File: src/hdl/meter_cfg_pkg.sv
// Purpose: shared constants and carrier types of the meter configuration register bank
// Assumes: 8-bit processor bus, special-function space below 0x0100, extended space 0x2xxx
// Notes: every offset, field position, reset and wake value lives here
package meter_cfg_pkg;

    // special-function space
    localparam logic [15:0] ADR_P0_DATA = 16'h0080;
    localparam logic [15:0] ADR_P1_DATA = 16'h0090;
    localparam logic [15:0] ADR_P1_DIR = 16'h0091;
    localparam logic [15:0] ADR_ERASE = 16'h0094;
    localparam logic [15:0] ADR_EE_DATA = 16'h009e;
    localparam logic [15:0] ADR_EE_CTRL = 16'h009f;
    localparam logic [15:0] ADR_P2_DATA = 16'h00a0;
    localparam logic [15:0] ADR_P2_DIR = 16'h00a1;
    localparam logic [15:0] ADR_P0_DIR = 16'h00a2;
    localparam logic [15:0] ADR_FL_CTRL = 16'h00b2;
    localparam logic [15:0] ADR_PG_ADDR = 16'h00b7;
    localparam logic [15:0] ADR_INT_FLAGS = 16'h00e8;
    localparam logic [15:0] ADR_INT_BITS = 16'h00f8;
    // extended configuration space
    localparam logic [15:0] ADR_CE_CTRL = 16'h2000;
    localparam logic [15:0] ADR_CHOP_CTRL = 16'h2002;
    localparam logic [15:0] ADR_COMP = 16'h2003;
    localparam logic [15:0] ADR_CKOUT = 16'h2004;
    localparam logic [15:0] ADR_ADC = 16'h2005;
    localparam logic [15:0] ADR_BATT = 16'h2020;
    localparam logic [15:0] ADR_CE_LOC = 16'h20a8;

    // field positions
    localparam int CE_EN_BIT = 4;
    localparam int CHOP_LSB = 4;
    localparam int CK_LSB = 4;
    localparam int ADC_EN_BIT = 3;
    localparam int BME_BIT = 6;
    localparam int COMP_BIT = 0;
    localparam int CE_PAGE_BITS = 10; // start address = location * 1024

    // implemented bits; everything outside a mask has no storage
    localparam logic [7:0] MASK_P0 = 8'hff;
    localparam logic [7:0] MASK_P1 = 8'hff;
    localparam logic [7:0] MASK_P2 = 8'h3f;
    localparam logic [7:0] MASK_FL_CTRL = 8'hc3;
    localparam logic [7:0] MASK_PG_ADDR = 8'hfe;
    localparam logic [7:0] MASK_INT_BITS = 8'h7f;

    // values after reset and after wake
    localparam logic [7:0] BYTE_RST = 8'h00;
    localparam logic [7:0] BYTE_WAKE = 8'h00;
    localparam logic ADC_RST = 1'b0;
    localparam logic ADC_WAKE = 1'b0;
    localparam logic CE_RST = 1'b0;
    localparam logic CE_WAKE = 1'b0;
    localparam logic BME_RST = 1'b0;
    localparam logic [4:0] LOC_RST = 5'h1f;
    localparam logic [4:0] LOC_WAKE = 5'h1f;
    localparam logic [1:0] CHOP_RST = 2'h0;
    localparam logic [1:0] CHOP_WAKE = 2'h0;
    localparam logic [1:0] CK_RST = 2'h0;
    localparam logic [1:0] CK_WAKE = 2'h0;
    localparam logic CHOP_STATE_RST = 1'b0;

    typedef enum logic [1:0] {
        CHOP_TOGGLE_A = 2'h0,
        CHOP_POSITIVE = 2'h1,
        CHOP_REVERSED = 2'h2,
        CHOP_TOGGLE_B = 2'h3
    } chopSel_t;

    typedef enum logic [1:0] {
        CK_SEGMENT = 2'h0,
        CK_FILTER = 2'h1,
        CK_TEST_A = 2'h2,
        CK_TEST_B = 2'h3
    } ckSel_t;

    typedef struct packed {
        logic [15:0] addr;
        logic wr;
        logic rd;
        logic [7:0] wdata;
    } busReq_t;

    typedef struct packed {
        logic [7:0] p2;
        logic [7:0] p1;
        logic [7:0] p0;
    } portPins_t;

    typedef struct packed {
        logic adcEnable;
        logic refEnable;
        logic batteryLoad;
        logic batteryToConverter;
        logic ceEnable;
        logic [14:0] ceStartAddr;
    } analogCtl_t;

endpackage

File: src/hdl/pin_sync3.sv
// Purpose: three-stage synchroniser for pin inputs
// Assumes: inputs are asynchronous to clk
// Notes: the output moves only when stages two and three agree
`timescale 1ns/1ps
module pin_sync3 #(
    parameter int W = 8
) (
    input wire logic clk, // processor clock
    input wire logic srst, // synchronous reset, high
    input wire logic [W-1:0] pinIn, // raw pin levels
    output logic [W-1:0] pinSync // filtered levels
);
    typedef struct packed {
        logic [W-1:0] s1;
        logic [W-1:0] s2;
        logic [W-1:0] s3;
        logic [W-1:0] o;
    } syncSt_t;

    syncSt_t q;
    syncSt_t d;

    // stage one feeds stage two only; the agree test uses two and three
    always_comb begin
        d = q;
        d.s1 = pinIn;
        d.s2 = q.s1;
        d.s3 = q.s2;
        for (int i = 0; i < W; i++) begin
            if (q.s2[i] == q.s3[i]) begin
                d.o[i] = q.s3[i];
            end
        end
        if (srst) begin
            d = '0;
        end
    end

    always_ff @(posedge clk) begin
        q <= d;
    end

    assign pinSync = q.o;
endmodule

File: src/hdl/ref_chop_ctrl.sv
// Purpose: reference chop state driven by the multiplexer sync edge
// Assumes: multiplexer sync and summation interval end come from on-chip logic on clk
// Notes: the end-of-interval level must be valid in the cycle of the sync rising edge
`timescale 1ns/1ps
module ref_chop_ctrl (
    input wire logic clk, // processor clock
    input wire logic srst, // synchronous reset, high
    input wire logic multiplexerSync, // multiplexer sync level
    input wire logic summationIntervalEnd, // high when this sync edge closes an interval
    input wire logic [1:0] chopSelect, // chop mode
    output logic chopState // 1 = positive, 0 = reversed
);
    typedef struct packed {
        logic syncPrev;
        logic chop;
    } chopSt_t;

    chopSt_t q;
    chopSt_t d;
    logic syncRise;

    assign syncRise = multiplexerSync & ~q.syncPrev;

    // chop moves only on a sync rising edge
    always_comb begin
        d = q;
        d.syncPrev = multiplexerSync;
        if (syncRise) begin
            case (meter_cfg_pkg::chopSel_t'(chopSelect))
                meter_cfg_pkg::CHOP_POSITIVE: d.chop = 1'b1; // RULE_10
                meter_cfg_pkg::CHOP_REVERSED: d.chop = 1'b0; // RULE_10
                default: d.chop = summationIntervalEnd ? q.chop : ~q.chop; // RULE_11
            endcase
        end
        if (srst) begin
            d.syncPrev = 1'b0;
            d.chop = meter_cfg_pkg::CHOP_STATE_RST;
        end
    end

    always_ff @(posedge clk) begin
        q <= d;
    end

    assign chopState = q.chop;
endmodule

File: src/hdl/meter_cfg_regs.sv
// Purpose: configuration and status register bank of the metering processor
// Assumes: one clock, synchronous reset, wake pulse from the power manager on clk
// Notes: reads answer one cycle after the read strobe; writes land on the next edge
//
// Summary of operation
// RULE_01 - bits without storage always read as zero.
// RULE_02 - software writes reserved bits back unchanged, so they are kept as plain storage.
// RULE_03 - write-only registers read back as zero.
// RULE_04 - each setting has a reset and a wake value; read-only and retained bits skip them. Wake leaves flash, eeprom and interrupt bits as they are.
// RULE_05 - busy settings sit in the special-function space, the rest at 0x2xxx.
// RULE_06 - software copies the settings from flash into the bank after start-up.
// RULE_07 - the converter enable resets to zero and switches converter and reference bias.
// RULE_08 - battery measure applies the load at once and routes the battery on alternate cycles.
// RULE_09 - compute engine start address is 1024 times the location field, which resets to 31.
// RULE_10 - the chop state follows the chop select on each multiplexer sync rising edge.
// RULE_11 - in toggle modes the toggle is skipped at the edge ending a summation interval.
// RULE_12 - clock test select resets to 00 for the segment function; 01 gives the filter clock.
// RULE_13 - a read-only bit shows the live power-fail comparator on the first sense input.
// RULE_14 - each access completes in one bus cycle with no side effect beyond its own bits.
`timescale 1ns/1ps
module meter_cfg_regs (
    input wire logic clk, // processor clock, 25 MHz
    input wire logic srst, // synchronous reset, high
    input wire logic wake, // one-cycle wake pulse
    input wire meter_cfg_pkg::busReq_t bus, // processor access
    output logic [7:0] rdData, // read answer, valid the cycle after rd
    input wire meter_cfg_pkg::portPins_t pinIn, // port pin levels, asynchronous
    output meter_cfg_pkg::portPins_t pinOut, // port pin drive values
    output meter_cfg_pkg::portPins_t pinOe, // port pin enables, high drives
    input wire logic [7:0] interruptEvent, // event pulses setting interrupt flags
    output logic [7:0] interruptFlags, // sticky interrupt flags
    output logic [6:0] interruptInputBits, // interrupt input bits
    output logic [7:0] flashEraseCode, // last erase command
    output logic flashEraseStrobe, // pulse when erase is written
    output logic [7:0] flashControl, // flash control bits
    output logic [7:0] flashPageAddress, // flash page address
    output logic [7:0] serialEepromData, // serial eeprom data
    output logic [7:0] serialEepromControl, // serial eeprom control
    output meter_cfg_pkg::analogCtl_t analogCtl, // analogue enables
    input wire logic alternateMultiplexerCycle, // alternate mux cycle in progress
    input wire logic multiplexerSync, // multiplexer sync
    input wire logic summationInterval, // sync edge ends a summation interval
    output logic chopState, // reference chop state
    input wire logic comparatorIn, // power-fail comparator, first sense input
    input wire logic segmentDriverNineteen, // segment driver level
    input wire logic filterClock, // filter clock level
    output logic clockTestPin // clock test pin drive
);
    typedef struct packed {
        logic [7:0] p0Data;
        logic [7:0] p1Data;
        logic [7:0] p2Data;
        logic [7:0] p0Dir;
        logic [7:0] p1Dir;
        logic [7:0] p2Dir;
        logic [7:0] eraseCode;
        logic eraseStrobe;
        logic [7:0] serial_eeprom_data;
        logic [7:0] serial_eeprom_control;
        logic [7:0] flashCtl;
        logic [7:0] pageAddr;
        logic [7:0] intFlags;
        logic [6:0] interrupt_input_bits;
        logic ceEnable;
        logic adcEnable;
        logic battery_measure_enable;
        logic battMux;
        logic [4:0] loc;
        logic [14:0] ceStart;
        logic [1:0] chopSel;
        logic [1:0] ckSel;
        logic ckPin;
        logic [7:0] rdata;
    } st_t;

    st_t q;
    st_t d;
    logic [24:0] syncOut;
    meter_cfg_pkg::portPins_t pinLvl;
    logic compLive;
    logic [7:0] rv;
    logic [7:0] wd;
    logic wr;

    // pins and comparator are asynchronous; one filtered bank for all of them
    pin_sync3 #(
        .W(25)
    ) pin_sync3_inst (
        .clk(clk),
        .srst(srst),
        .pinIn({comparatorIn, pinIn}),
        .pinSync(syncOut)
    );

    assign pinLvl = syncOut[23:0];
    assign compLive = syncOut[24];

    ref_chop_ctrl ref_chop_ctrl_inst (
        .clk(clk),
        .srst(srst),
        .multiplexerSync(multiplexerSync),
        .summationIntervalEnd(summationInterval),
        .chopSelect(q.chopSel),
        .chopState(chopState)
    );

    assign wr = bus.wr;
    assign wd = bus.wdata;

    // read mux; anything unmapped or without storage answers zero
    always_comb begin
        rv = 8'h00;
        if (bus.addr == meter_cfg_pkg::ADR_P0_DATA) begin
            rv = pinLvl.p0 & meter_cfg_pkg::MASK_P0;
        end else if (bus.addr == meter_cfg_pkg::ADR_P1_DATA) begin
            rv = pinLvl.p1 & meter_cfg_pkg::MASK_P1;
        end else if (bus.addr == meter_cfg_pkg::ADR_P2_DATA) begin
            rv = pinLvl.p2 & meter_cfg_pkg::MASK_P2; // RULE_01
        end else if (bus.addr == meter_cfg_pkg::ADR_P0_DIR) begin
            rv = q.p0Dir;
        end else if (bus.addr == meter_cfg_pkg::ADR_P1_DIR) begin
            rv = q.p1Dir;
        end else if (bus.addr == meter_cfg_pkg::ADR_P2_DIR) begin
            rv = q.p2Dir;
        end else if (bus.addr == meter_cfg_pkg::ADR_ERASE) begin
            rv = 8'h00; // RULE_03
        end else if (bus.addr == meter_cfg_pkg::ADR_EE_DATA) begin
            rv = q.serial_eeprom_data;
        end else if (bus.addr == meter_cfg_pkg::ADR_EE_CTRL) begin
            rv = q.serial_eeprom_control;
        end else if (bus.addr == meter_cfg_pkg::ADR_FL_CTRL) begin
            rv = q.flashCtl;
        end else if (bus.addr == meter_cfg_pkg::ADR_PG_ADDR) begin
            rv = q.pageAddr;
        end else if (bus.addr == meter_cfg_pkg::ADR_INT_FLAGS) begin
            rv = q.intFlags;
        end else if (bus.addr == meter_cfg_pkg::ADR_INT_BITS) begin
            rv = {1'b0, q.interrupt_input_bits};
        end else if (bus.addr == meter_cfg_pkg::ADR_CE_CTRL) begin
            rv[meter_cfg_pkg::CE_EN_BIT] = q.ceEnable;
        end else if (bus.addr == meter_cfg_pkg::ADR_CHOP_CTRL) begin
            rv[meter_cfg_pkg::CHOP_LSB +: 2] = q.chopSel;
        end else if (bus.addr == meter_cfg_pkg::ADR_COMP) begin
            rv[meter_cfg_pkg::COMP_BIT] = compLive; // RULE_13
        end else if (bus.addr == meter_cfg_pkg::ADR_CKOUT) begin
            rv[meter_cfg_pkg::CK_LSB +: 2] = q.ckSel;
        end else if (bus.addr == meter_cfg_pkg::ADR_ADC) begin
            rv[meter_cfg_pkg::ADC_EN_BIT] = q.adcEnable;
        end else if (bus.addr == meter_cfg_pkg::ADR_BATT) begin
            rv[meter_cfg_pkg::BME_BIT] = q.battery_measure_enable;
        end else if (bus.addr == meter_cfg_pkg::ADR_CE_LOC) begin
            rv[4:0] = q.loc;
        end
    end

    // next state: writes, hardware events, then wake and reset override
    always_comb begin
        d = q;
        d.eraseStrobe = 1'b0;
        d.intFlags = q.intFlags | interruptEvent;
        if (bus.rd) begin
            d.rdata = rv; // RULE_14
        end
        // special-function space first, extended window below it
        if (wr) begin
            if (bus.addr == meter_cfg_pkg::ADR_P0_DATA) begin
                d.p0Data = wd & meter_cfg_pkg::MASK_P0; // RULE_02
            end else if (bus.addr == meter_cfg_pkg::ADR_P1_DATA) begin
                d.p1Data = wd & meter_cfg_pkg::MASK_P1;
            end else if (bus.addr == meter_cfg_pkg::ADR_P2_DATA) begin
                d.p2Data = wd & meter_cfg_pkg::MASK_P2; // RULE_01
            end else if (bus.addr == meter_cfg_pkg::ADR_P0_DIR) begin
                d.p0Dir = wd & meter_cfg_pkg::MASK_P0; // RULE_02
            end else if (bus.addr == meter_cfg_pkg::ADR_P1_DIR) begin
                d.p1Dir = wd & meter_cfg_pkg::MASK_P1;
            end else if (bus.addr == meter_cfg_pkg::ADR_P2_DIR) begin
                d.p2Dir = wd & meter_cfg_pkg::MASK_P2;
            end else if (bus.addr == meter_cfg_pkg::ADR_ERASE) begin
                d.eraseCode = wd;
                d.eraseStrobe = 1'b1;
            end else if (bus.addr == meter_cfg_pkg::ADR_EE_DATA) begin
                d.serial_eeprom_data = wd;
            end else if (bus.addr == meter_cfg_pkg::ADR_EE_CTRL) begin
                d.serial_eeprom_control = wd;
            end else if (bus.addr == meter_cfg_pkg::ADR_FL_CTRL) begin
                d.flashCtl = wd & meter_cfg_pkg::MASK_FL_CTRL; // RULE_01
            end else if (bus.addr == meter_cfg_pkg::ADR_PG_ADDR) begin
                d.pageAddr = wd & meter_cfg_pkg::MASK_PG_ADDR;
            end else if (bus.addr == meter_cfg_pkg::ADR_INT_FLAGS) begin
                d.intFlags = wd | interruptEvent; // an event wins over a clear
            end else if (bus.addr == meter_cfg_pkg::ADR_INT_BITS) begin
                d.interrupt_input_bits = wd[6:0] & meter_cfg_pkg::MASK_INT_BITS[6:0];
            end else if (bus.addr == meter_cfg_pkg::ADR_CE_CTRL) begin // RULE_05
                d.ceEnable = wd[meter_cfg_pkg::CE_EN_BIT];
            end else if (bus.addr == meter_cfg_pkg::ADR_CHOP_CTRL) begin
                d.chopSel = wd[meter_cfg_pkg::CHOP_LSB +: 2];
            end else if (bus.addr == meter_cfg_pkg::ADR_CKOUT) begin
                d.ckSel = wd[meter_cfg_pkg::CK_LSB +: 2];
            end else if (bus.addr == meter_cfg_pkg::ADR_ADC) begin
                d.adcEnable = wd[meter_cfg_pkg::ADC_EN_BIT]; // RULE_07
            end else if (bus.addr == meter_cfg_pkg::ADR_BATT) begin
                d.battery_measure_enable = wd[meter_cfg_pkg::BME_BIT]; // RULE_08
            end else if (bus.addr == meter_cfg_pkg::ADR_CE_LOC) begin
                d.loc = wd[4:0];
            end
        end
        // wake restores port and 0x2xxx settings but leaves battery measure, flash, eeprom and interrupt bits retained
        if (wake || srst) begin
            d.p0Data = meter_cfg_pkg::BYTE_WAKE; // RULE_04
            d.p1Data = meter_cfg_pkg::BYTE_WAKE;
            d.p2Data = meter_cfg_pkg::BYTE_WAKE;
            d.p0Dir = meter_cfg_pkg::BYTE_WAKE;
            d.p1Dir = meter_cfg_pkg::BYTE_WAKE;
            d.p2Dir = meter_cfg_pkg::BYTE_WAKE;
            d.ceEnable = meter_cfg_pkg::CE_WAKE;
            d.adcEnable = meter_cfg_pkg::ADC_WAKE;
            d.loc = meter_cfg_pkg::LOC_WAKE;
            d.chopSel = meter_cfg_pkg::CHOP_WAKE;
            d.ckSel = meter_cfg_pkg::CK_WAKE;
        end
        if (srst) begin
            d.adcEnable = meter_cfg_pkg::ADC_RST; // RULE_07
            d.ceEnable = meter_cfg_pkg::CE_RST;
            d.battery_measure_enable = meter_cfg_pkg::BME_RST; // RULE_04
            d.loc = meter_cfg_pkg::LOC_RST; // RULE_09
            d.chopSel = meter_cfg_pkg::CHOP_RST;
            d.ckSel = meter_cfg_pkg::CK_RST; // RULE_12
            d.eraseCode = meter_cfg_pkg::BYTE_RST;
            d.eraseStrobe = 1'b0;
            d.serial_eeprom_data = meter_cfg_pkg::BYTE_RST;
            d.serial_eeprom_control = meter_cfg_pkg::BYTE_RST;
            d.flashCtl = meter_cfg_pkg::BYTE_RST;
            d.pageAddr = meter_cfg_pkg::BYTE_RST;
            d.intFlags = meter_cfg_pkg::BYTE_RST;
            d.interrupt_input_bits = 7'h00;
            d.rdata = meter_cfg_pkg::BYTE_RST;
        end
        // start address and battery routing are registered from the settled next values; the clock test pin from the current select
        d.ceStart = {d.loc, {meter_cfg_pkg::CE_PAGE_BITS{1'b0}}}; // RULE_09
        d.battMux = d.battery_measure_enable & alternateMultiplexerCycle & ~srst; // RULE_08
        case (meter_cfg_pkg::ckSel_t'(q.ckSel))
            meter_cfg_pkg::CK_SEGMENT: d.ckPin = segmentDriverNineteen; // RULE_12
            meter_cfg_pkg::CK_FILTER: d.ckPin = filterClock; // RULE_12
            default: d.ckPin = 1'b0; // test codes are never used in the field
        endcase
        if (srst) begin
            d.ckPin = 1'b0;
        end
    end

    always_ff @(posedge clk) begin
        q <= d;
    end

    // every output straight from a state flop
    assign rdData = q.rdata;
    assign pinOut = {q.p2Data, q.p1Data, q.p0Data};
    assign pinOe = {q.p2Dir, q.p1Dir, q.p0Dir};
    assign interruptFlags = q.intFlags;
    assign interruptInputBits = q.interrupt_input_bits;
    assign flashEraseCode = q.eraseCode;
    assign flashEraseStrobe = q.eraseStrobe;
    assign flashControl = q.flashCtl;
    assign flashPageAddress = q.pageAddr;
    assign serialEepromData = q.serial_eeprom_data;
    assign serialEepromControl = q.serial_eeprom_control;
    assign analogCtl.adcEnable = q.adcEnable; // RULE_07
    assign analogCtl.refEnable = q.adcEnable; // bias removed with the same bit
    assign analogCtl.batteryLoad = q.battery_measure_enable; // RULE_08
    assign analogCtl.batteryToConverter = q.battMux;
    assign analogCtl.ceEnable = q.ceEnable;
    assign analogCtl.ceStartAddr = q.ceStart;
    assign clockTestPin = q.ckPin;
endmodule

File: config.mk
export PLATFORM = sky130hd
export DESIGN_NAME = meter_cfg_regs
export DESIGN_NICKNAME = d
export VERILOG_FILES = /design/src/hdl/meter_cfg_pkg.sv /design/src/hdl/pin_sync3.sv /design/src/hdl/ref_chop_ctrl.sv /design/src/hdl/meter_cfg_regs.sv
export SDC_FILE = /design/constraint.sdc
export NUM_CORES = 1
export LEC_CHECK = 0
export BUFFER_PORTS_ARGS = -buffer_cell sky130_fd_sc_hd__buf_2
export CORE_ASPECT_RATIO = 1.1
export CORE_MARGIN = 10
export CORE_UTILIZATION = 56
export CTS_CLUSTER_SIZE = 28
export DETAILED_ROUTE_END_ITERATION = 16
export PLACE_DENSITY = 0.85
export SLEW_MARGIN = 15
export SYNTH_ARGS = -nofsm -noshare
export SYNTH_HDL_FRONTEND = slang
export SYNTH_HIERARCHICAL = 1
export SYNTH_SLANG_ARGS = --single-unit
File: constraint.sdc
create_clock -name clk -period 4 [get_ports clk]
set_input_delay 1.2 -clock clk [delete_from_list [all_inputs] [get_ports clk]]
set_output_delay 1.2 -clock clk [all_outputs]
set_load 0.05 [all_outputs]
Yosys cells after proc, flatten, opt, wreduce, memory -nomap -nowiden
Index checks and enable logic that the tools add are counted.
- register bits: 217
- latch bits: 0
- RAM bits: 0
- bits in read-only memories: 0
- input port bits: 67
- output and inout bits: 134
- word-level logic and storage cells: 225
- memories kept: 0
- $add $sub $neg: 0
- $mul: 0
- div/mod/pow operators: 0
- order comparisons: 0
- equal/unequal tests: 47
- shift-type cells: 0
- multiplexer cells: 78
- bitwise operators: 27
- reductions and logical operators: 22
- operators by type and width (cell ; count):
    two-way mux 18 bit ; 12
    == test 16 x 8 -> 1 bit, second input constant ; 13
    == test 16 x 14 -> 1 bit, second input constant ; 7
    two-way mux 8 bit ; 13
    two-way mux 5 bit ; 20
    == test 1 bit ; 23
    inverter 1 bit ; 22
    AND reduction 20 bit ; 1
    AND reduction 18 bit ; 1
    two-way mux 1 bit ; 17
    AND reduction 17 bit ; 1
    OR 8 bit ; 2
    AND reduction 16 bit ; 1
    AND reduction 15 bit ; 1
    two-way mux 7 bit ; 2
    AND reduction 14 bit ; 1
    two-way mux 4 bit ; 3
    AND reduction 12 bit ; 1
    AND reduction 11 bit ; 1
    two-way mux 10 bit ; 1
    two-way mux 2 bit ; 5
    AND reduction 10 bit ; 1
    AND reduction 9 bit ; 1
    AND reduction 8 bit ; 1
    17 further kinds ; 23

Longest topological paths before layout
Gate-level depths: netlist of run 1.
- depth in word-level cells: 39
- mapped depth: 9
- gate-level depth less buffers: 6

Cells and area by module
Netlist of run 1, hierarchy kept.
- modules (own cells, without submodules) (module ; times used ; cells an instance ; area each (µm²) ; sequential area each (µm²)):
    meter_cfg_regs ; 1 ; 833 ; 6784.0 ; 2342.2
    pin_sync3 ; 1 ; 286 ; 3524.6 ; 2001.9
    ref_chop_ctrl ; 1 ; 14 ; 122.6 ; 40.0

Worst setup path after synthesis of run 1
OpenSTA, ideal clock, no wires.
- kind: in2reg
- from: input bus[21] (netlist bit)
- to: register q, in the netlist serialEepromControl[6]
- library setup time: 0.128 ns
- data arrival time: 3.304 ns
- data required time: 3.872 ns
- setup slack: 0.568 ns
- cell stages on the path: 7
- path buffers: 2
- cells stage by stage: or4_4 -> buf_6 -> or4_4 -> buf_6 -> nor4_4 -> mux2i_1 -> nor2_1
- longest elaborated chain between the ends: 3
- elaborated cells on any way between the ends: 18
- those cells by class: eq/ne (9); bitwise (8); reduce/logical (1)
- ends and longest elaborated chain (element ; line ; source):
    start: declaration ; meter_cfg_regs.sv:25 ; input wire meter_cfg_pkg::busReq_t bus,
    == test 16 x 8 -> 1 bit, or another cell as far along ; meter_cfg_regs.sv:181 ; end else if (bus.addr == meter_cfg_pkg::ADR_EE_DATA) begin
    inverter 1 bit (no source line) ; - ;
    AND reduction 10 bit (no source line) (*) ; - ;
    end signal: assignment ; meter_cfg_regs.sv:252 ; q <= d;
    end: declaration ; meter_cfg_regs.sv:76 ; st_t q;
Every way passes the cells marked *; elsewhere a longest branch is shown, timed or not.
A chain may end at the register's enable or synchronous reset.

Worst setup path in the final report of run 1
- from: input bus[11] (netlist bit)
- to: register q, in the netlist rdData[4]
- longest elaborated chain between the ends: 39
- elaborated cells on any way between the ends: 58
- those cells by class: eq/ne (20); mux (38)
- ends and longest elaborated chain (element ; line ; source):
    == test 16 x 14 -> 1 bit ; meter_cfg_regs.sv:151 ; end else if (bus.addr == meter_cfg_pkg::ADR_CE_LOC) begin
    two-way mux 5 bit ; meter_cfg_regs.sv:151 ;
    two-way mux 5 bit ; meter_cfg_regs.sv:149 ; end else if (bus.addr == meter_cfg_pkg::ADR_BATT) begin
    two-way mux 5 bit ; meter_cfg_regs.sv:147 ; end else if (bus.addr == meter_cfg_pkg::ADR_ADC) begin
    two-way mux 5 bit ; meter_cfg_regs.sv:145 ; end else if (bus.addr == meter_cfg_pkg::ADR_CKOUT) begin
    two-way mux 5 bit ; meter_cfg_regs.sv:143 ; end else if (bus.addr == meter_cfg_pkg::ADR_COMP) begin
    two-way mux 5 bit ; meter_cfg_regs.sv:141 ; end else if (bus.addr == meter_cfg_pkg::ADR_CHOP_CTRL) begin
    two-way mux 5 bit ; meter_cfg_regs.sv:139 ; end else if (bus.addr == meter_cfg_pkg::ADR_CE_CTRL) begin
    [23 not listed] ; - ;
    two-way mux 8 bit ; meter_cfg_regs.sv:127 ; end else if (bus.addr == meter_cfg_pkg::ADR_EE_DATA) begin
    two-way mux 8 bit ; meter_cfg_regs.sv:125 ; end else if (bus.addr == meter_cfg_pkg::ADR_ERASE) begin
    two-way mux 8 bit ; meter_cfg_regs.sv:123 ; end else if (bus.addr == meter_cfg_pkg::ADR_P2_DIR) begin
    two-way mux 8 bit ; meter_cfg_regs.sv:121 ; end else if (bus.addr == meter_cfg_pkg::ADR_P1_DIR) begin
    two-way mux 8 bit ; meter_cfg_regs.sv:119 ; end else if (bus.addr == meter_cfg_pkg::ADR_P0_DIR) begin
    two-way mux 8 bit ; meter_cfg_regs.sv:117 ; end else if (bus.addr == meter_cfg_pkg::ADR_P2_DATA) begin
    two-way mux 8 bit ; meter_cfg_regs.sv:115 ; end else if (bus.addr == meter_cfg_pkg::ADR_P1_DATA) begin
    two-way mux 8 bit (*) ; meter_cfg_regs.sv:113 ; if (bus.addr == meter_cfg_pkg::ADR_P0_DATA) begin
Every way passes the cells marked *; elsewhere a longest branch is shown, timed or not. The select of a mux whose other input is x is not followed.

==> metrics.md, run 1 <==
| Metric | Value |
|---|---|
| Port buffer count | 179 |
| Synth-to-layout area growth | 7.88% |
| Clock tree from TritonCTS | yes |
| Static leakage power | 0.00445 µW |
| Setup crit end kind | flop |
| Switching power as a share of total power | 24.6% |
| Clock latency on the worst-skew pair | 530 ps |
| Critical path required time | 4420 ps |
| Tmin final | 3210 ps |
| Outcome | complete, no violations |
| Num ports | 201 |
| Detailed-route DRC error count | 0 |
| Synth warn | 6 |
| Combined area of all synthesized cells | 0.0102 mm² |
| Antenna violations before repair | 0 |
| Final setup violation count | 0 |
| Reported net switching power | 1100 µW |
| Die Span X | 148 µm |
| Commonest non-fill, non-tap cells in the layout | sky130_fd_sc_hd__dfxtp_1 (211), sky130_fd_sc_hd__buf_2 (178), sky130_fd_sc_hd__nand2_1 (100) |
| Ratio of routed vias to standard cells | ~5.7 |
| Quantity of gates resized following cts | 0 |
| Total via count after detailed routing | 8051 |
| Detailed-routing iteration count for the pre-antenna-repair pass | 5 |
| Fill cells | 1549 |
| Logic pwr share | under 10% |
| Internal power | 3370 µW |
| Die outline area | 0.0240 mm² |
| Post-route non-filler standard cell count | 1419 |
| First-pass GRT wire length | 45.1 mm |
| Maximum operating frequency | between 0.3 and 0.4 GHz |
| Maximum level of the CTS H-tree | 1 |
| Kind of start point of the critical path | primary input |
| CTS sink cnt | 211 |
| Average cell area after synthesis | 9.15 µm² |
| Critical setup path kind | in2reg |
| Critical Path AT | between 3000 and 4000 ps |
| Unrepaired setup endpoints after global routing | no |
| Post-DRT Antenna Nets | 0 |
| Number of buffers created by CTS | 22 |
| Buffer cell driving the clock tree root | sky130_fd_sc_hd__clkbuf_16 |
| Actual transition at the worst max-transition pin | 959 ps |
| Effective utilization at floorplan | between 50% and 60% |
| Clock transition at path regs | 60 ps |
| Vias in the first global route | 8005 |
| Power Dens Cells | 407 mW/mm² |
| Sequential share of power | around 48% |
| Layout cells sized above 1 | 31.6% |
| Relative contribution of the clock network to total power | 44.2% |
| Min-delay worst type | reg2reg |
| Most frequent standard cell in the layout excluding fill and tap cells | sky130_fd_sc_hd__dfxtp_1 |
| Post-route fraction of the period consumed by the critical path | 80.2% |
| Grt total ovfl | 0 |
| Number of slew-limit violations in the final report | 0 |
| Peak ir drop on the vdd network | between 0.0004 and 0.0005 V |
| Worst slew margin relative to its limit | 35.7% |
| Total routing usage reported by global routing | between 20% and 30% |
| Routability congestion estimate | approximately 1.0 |
| Diodes inserted | 0 |
| Total Wirelength | 29.4 mm |
| Number of nets in the layout | 1234 |
| Max-cap viol count | 0 |
| Total number of placement rows | 51 |
| Routed wire length per instance | 20.7 µm |
| Area of the core | around 0.018 mm² |
| DP Wirelength | 21.7 mm |
| Cells after DPL | 1379 |
| Final Hold Violating Endpoints | 0 |
| Largest net degree at the start of global routing | 92 |
| Clock tree buffer depth | 3 |
| First DRT Iteration DRCs | 768 |
| Fin Setup TNS | 0 ps |
| Height of the chip | 161 µm |
| Post-synthesis instance total | 1111 |
| Hold Buf Count CTS | 0 |
| Number of post-CTS setup repair buffers | 0 |
| Final clock skew | 19.3 ps |
| Largest driver fanout on the critical path | 15 |
## state kept, by name (all words and copies together) (netlist names), 4 cells and up
register,count
interruptInputBits,7
interruptFlags,8
flashEraseCode,8
rdData,8
q,4
analogCtl,9
pin_sync3_inst/q,69
pinOut,22
pin_sync3_inst/pinSync,23
flashPageAddress,7
pinOe,22
flashControl,4
serialEepromData,8
serialEepromControl,8
## area by class of cell
type	count	area [µm²]	share of cell area, %
multi-input cells	685	4390	40.0
flip-flops and latches	211	4220	38.5
repair buffers	227	1270	11.6
clock buffers	29	597	5.44
well taps	238	298	2.71
clock inverters	11	115	1.05
inverters	18	67.6	0.616
## critical path, stage by stage
cell and delay (ps):
sky130_fd_sc_hd__buf_2 180, sky130_fd_sc_hd__nor4_1 610, sky130_fd_sc_hd__nand4_1 300, sky130_fd_sc_hd__buf_4 250, sky130_fd_sc_hd__nor2_1 440, sky130_fd_sc_hd__a221o_1 250, sky130_fd_sc_hd__o311ai_0 120, sky130_fd_sc_hd__a31oi_1 260
## power groups by stage
stage / clock, µW / sequential (µW) / combinational, µW
floorplan: 0 / 2200 / 268
global placement: 0 / 2200 / 323
detailed placement: 0 / 2210 / 326
CTS: 2010 / 2160 / 327
global route: 2100 / 2160 / 352
finish: 1970 / 2160 / 332
## through the flow
step / power (µW) / hold WS [ps] / util (%) / area (µm²) / worst slack, ps
after floorplan: 2470 / 415 / - / 10200 / 568
after global placement: 2530 / 418 / 57.6 / 10300 / 335
after detailed placement: 2530 / 419 / 57.6 / 10300 / 291
after CTS: 4500 / 442 / 61.6 / 11000 / 821
after global routing: 4610 / 459 / 61.6 / 11000 / 586
final: 4460 / 434 / 61.6 / 11000 / 792
## per-layer routing
layer	track usage (%)	up-vias	part of all wire, %
met5	0	-	0
met4	12.5	0	5.6
met3	6.57	96	9.5
met2	39.0	387	48
met1	26.7	3799	37
li1	-	3769	-
## worst paths after layout
path,startpoint,endpoint,slack (ps),depth (start not counted)
worst max-delay path,bus[11],rdData[4],790,8
worst min register to register,pin_sync3_inst/q[77],pin_sync3_inst/q[52],430,1
worst min-delay path,pin_sync3_inst/q[77],pin_sync3_inst/q[52],430,1
worst max register to register,analogCtl[18],rdData[3],2040,5
Note: power is estimated with default switching activity, not from simulation.
==> run 2: changes to the inputs <==
--- a/config.mk
+++ b/config.mk
@@ -5,13 +5,14 @@
 export SDC_FILE = /design/constraint.sdc
 export NUM_CORES = 1
 export LEC_CHECK = 0
+export ABC_AREA = 1
 export BUFFER_PORTS_ARGS = -buffer_cell sky130_fd_sc_hd__buf_2
 export CORE_ASPECT_RATIO = 1.1
 export CORE_MARGIN = 10
-export CORE_UTILIZATION = 56
+export CORE_UTILIZATION = 50
 export CTS_CLUSTER_SIZE = 28
 export DETAILED_ROUTE_END_ITERATION = 16
-export PLACE_DENSITY = 0.85
+export PLACE_DENSITY = 0.81
 export SLEW_MARGIN = 15
 export SYNTH_ARGS = -nofsm -noshare
 export SYNTH_HDL_FRONTEND = slang
==> constraint.sdc (replaced) <==
create_clock -name clk -period 2.6 [get_ports clk]
set_input_delay 0.78 -clock clk [delete_from_list [all_inputs] [get_ports clk]]
set_output_delay 0.78 -clock clk [all_outputs]
set_load 0.05 [all_outputs]
==> run 2 against run 1 <==
  * Wire length decreased by 6.4%
  * Clock skew increased by 9.9 ps
  * Core utilization decreased by 3.4 points
  * Largest cell class is now flip-flops and latches
  * Critical path type unchanged
  * Critical endpoint is now flashEraseCode[3]
  * Combinational power increased by 39%
  * Global-route usage decreased by 3.2 points
  * Synthesized cell count increased by 15%
  * Sequential share of layout area decreased by 0.52 points
  * Via count increased by 3.3%
  * Hold slack got worse by 31 ps
  * Critical path depth increased by 5
  * Flip-flop and latch count unchanged
  * Cell count increased by 17%
==> metrics.md, run 2 <==
| Metric | Value |
|---|---|
| Outcome | complete, no violations |
| Cell family with the largest share of critical-path delay | simple AND/OR/NAND/NOR gates |
| Most frequent standard cell in the layout excluding fill and tap cells | sky130_fd_sc_hd__dfxtp_1 |
| Largest net degree at the start of global routing | 41 (-55%) |
| Commonest non-fill, non-tap cells in the layout | sky130_fd_sc_hd__dfxtp_1 (211), sky130_fd_sc_hd__nor2_1 (208), sky130_fd_sc_hd__buf_2 (178) |
| Clock transition at path regs | 60 ps (about the same) |
| Clock tree from TritonCTS | yes |
| Port buffer count | 179 (unchanged) |
| Detailed-route DRC error count | 0 (unchanged) |
| Final clock skew | 29.2 ps (+9.91 ps) |
| Total routing usage reported by global routing | 20.3% (-3.2 points) |
| Post-synthesis instance total | 1278 (+15%) |
| Hold Buf Count CTS | 0 (unchanged) |
| Routed wire length per instance | 16.6 µm (-20%) |
| Number of post-CTS setup repair buffers | 0 (unchanged) |
| Tmin final | 2360 ps |
| Kind of start point of the critical path | primary input |
| Total power consumption of the routed design | 6910 µW (+55%) |
| Critical setup path kind | in2reg |
| Hold path startpoint | pin_sync3_inst/q[91] |
| Number of nets in the layout | 1465 (+19%) |
| Final non-filler cell area | 0.0111 mm² (+1.4%) |
| Ratio of routed vias to standard cells | 5.02 (-12%) |
| Total number of placement rows | 53 (+3.9%) |
| Die outline area | 0.0254 mm² (+6.1%) |
| Synth warn | 6 (unchanged) |
| Post-route fraction of the period consumed by the critical path | 90.8% |
| Height of the chip | 166 µm (+3.0%) |
| Delay of the slowest cell on the worst path | 720 ps (+110 ps) |
| Slowest cell on crit path | sky130_fd_sc_hd__nor3_2 |
| Worst hold path endpoint | pin_sync3_inst/q[66] |
| Die Span X | 153 µm (+3.0%) |
| Num ports | 201 (unchanged) |
| Combined area of all synthesized cells | 0.00972 mm² (-4.4%) |
| Layout cells sized above 1 | 25.7% (-5.9 points) |
| Max-cap viol count | 0 (unchanged) |
| Fin util | 58.2% (-3.4 points) |
| Setup crit end kind | flop |
| Critical path required time | 3020 ps (-1400 ps) |
| Power Dens Cells | 621 mW/mm² (+53%) |
| Detailed-routing iteration count for the pre-antenna-repair pass | 6 (+1) |
| Hold Path Cell Cnt | 2 (+1) |
| Synth-to-layout area growth | 14.4% |
| Register-to-register setup slack | 1010 ps (-1030 ps) |
| CTS sink cnt | 211 (unchanged) |
| Effective utilization at floorplan | 50.9% (-6.2 points) |
| Ordered cell list for the critical path | buf_2 > nor2_1 > buf_4 > nand2_2 > inv_2 > nand4_2 > inv_2 > nor2_4 > inv_1 > buf_4 > nor3_2 > nor2_1 > a211oi_1 |
| Clock tree buffer depth | 3 (unchanged) |
| Min-delay worst type | reg2reg |
| End of the worst register-to-register path | rdData[4] |
| Final Hold Violating Endpoints | 0 (unchanged) |
| Largest register FFs | 69 (unchanged) |
| Number of slew-limit violations in the final report | 0 (unchanged) |
| Length in cells of the worst reg-to-reg path | 16 (+11) |
| Maximum operating frequency | 0.424 GHz |
| Critical Path AT | 2780 ps (-850 ps) |
| Average cell area after synthesis | 7.60 µm² (-17%) |
| Register ranked first by flip-flop count | pin_sync3_inst/q |
| Clock latency on the worst-skew pair | 530 ps (about the same) |
| Largest driver fanout on the critical path | 16 (+1) |
| DP Wirelength | 20.9 mm (-3.8%) |
| Antenna violations before repair | 0 (unchanged) |
| Routability congestion estimate | 0.912 (-8.7%) |
| First DRT Iteration DRCs | 484 (-37%) |
| Total Wirelength | 27.5 mm (-6.4%) |
| Area of the core | 0.0191 mm² (+7.3%) |
| Buffer cell driving the clock tree root | sky130_fd_sc_hd__clkbuf_16 |
| Peak ir drop on the vdd network | 0.000568 V (+26%) |
| Quantity of gates resized following cts | 0 (unchanged) |
| Worst slew margin relative to its limit | 28.0% (-7.7 points) |
| Actual transition at the worst max-transition pin | 1070 ps (+111 ps) |
| Static leakage power | 0.00521 µW (+17%) |
| First-pass GRT wire length | 42.4 mm (-5.9%) |
| Worst path buffer plus inverter count | 6 (+4) |
| Pre-CTS setup slack | -260 ps (-551 ps) |
| Unrepaired setup endpoints after global routing | no |
| Post-layout worst setup margin | 239 ps (-554 ps) |
| Cell area after placement | 0.0104 mm² (+1.2%) |
| Final setup violation count | 0 (unchanged) |
| Total via count after detailed routing | 8318 (+3.3%) |
| Maximum level of the CTS H-tree | 1 (unchanged) |
| Vias in the first global route | 7949 (-0.70%) |
| Diodes inserted | 0 (unchanged) |
| Number of buffers created by CTS | 22 (unchanged) |
| Smallest hold slack | 403 ps (-31.5 ps) |
| Post-DRT Antenna Nets | 0 (unchanged) |
| Grt total ovfl | 0 (unchanged) |
| Reg-to-Reg Start | q[9] |
==> run 2: layer usage <==
metal / wire (µm) / vias up / share of wire, % / global-route usage (%)
li1: - / 4176 / - / -
met1: 11000 / 3753 / 40 / 23.9
met2: 13500 / 328 / 49 / 35.6
met3: 2120 / 61 / 7.7 / 4.35
met4: 854 / 0 / 3.1 / 6.97
met5: 0 / - / 0 / 0
==> run 2: worst max-delay path by stage <==
stage	from	to	slack, ps	depth (start not counted)
global route	bus[10]	pinOut[20]	30	12
floorplan	bus[19]	interruptFlags[7]	260	12
finish	bus[10]	flashEraseCode[3]	240	13
global placement	bus[11]	rdData[4]	-200	19
detailed placement	bus[25]	pinOe[9]	-260	13
CTS	bus[10]	pinOe[16]	250	13
==> run 2: tightest hold or removal path: cells and delay by family (launching register included) <==
kind | cells | cell delay, ps
flops | 1 | 300
buf+inv | 1 | 40
simple gates | 1 | 30
==> run 2: stage by stage <==
step / instances / TNS, ps
after CTS: 1658 / 0
after detailed placement: 1619 / -9250
after floorplan: 1296 / 0
final: 1658 / 0
after global routing: 1658 / 0
after global placement: 1619 / -5880
==> run 2: cell type report <==
class / instances / area (µm²)
flip-flops and latches: 211 / 4220
clock inverters: 9 / 91.3
clock buffers: 30 / 641
repair buffers: 272 / 1650
fillers: 1775 / 7980
inverters: 170 / 639
multi-input cells: 719 / 3570
well taps: 247 / 309
==> run 2: where the power goes <==
part | switching, µW | internal, µW
clock | 1290 | 1830
sequential | 31.3 | 3290
combinational | 331 | 131
total | 1660 | 5250
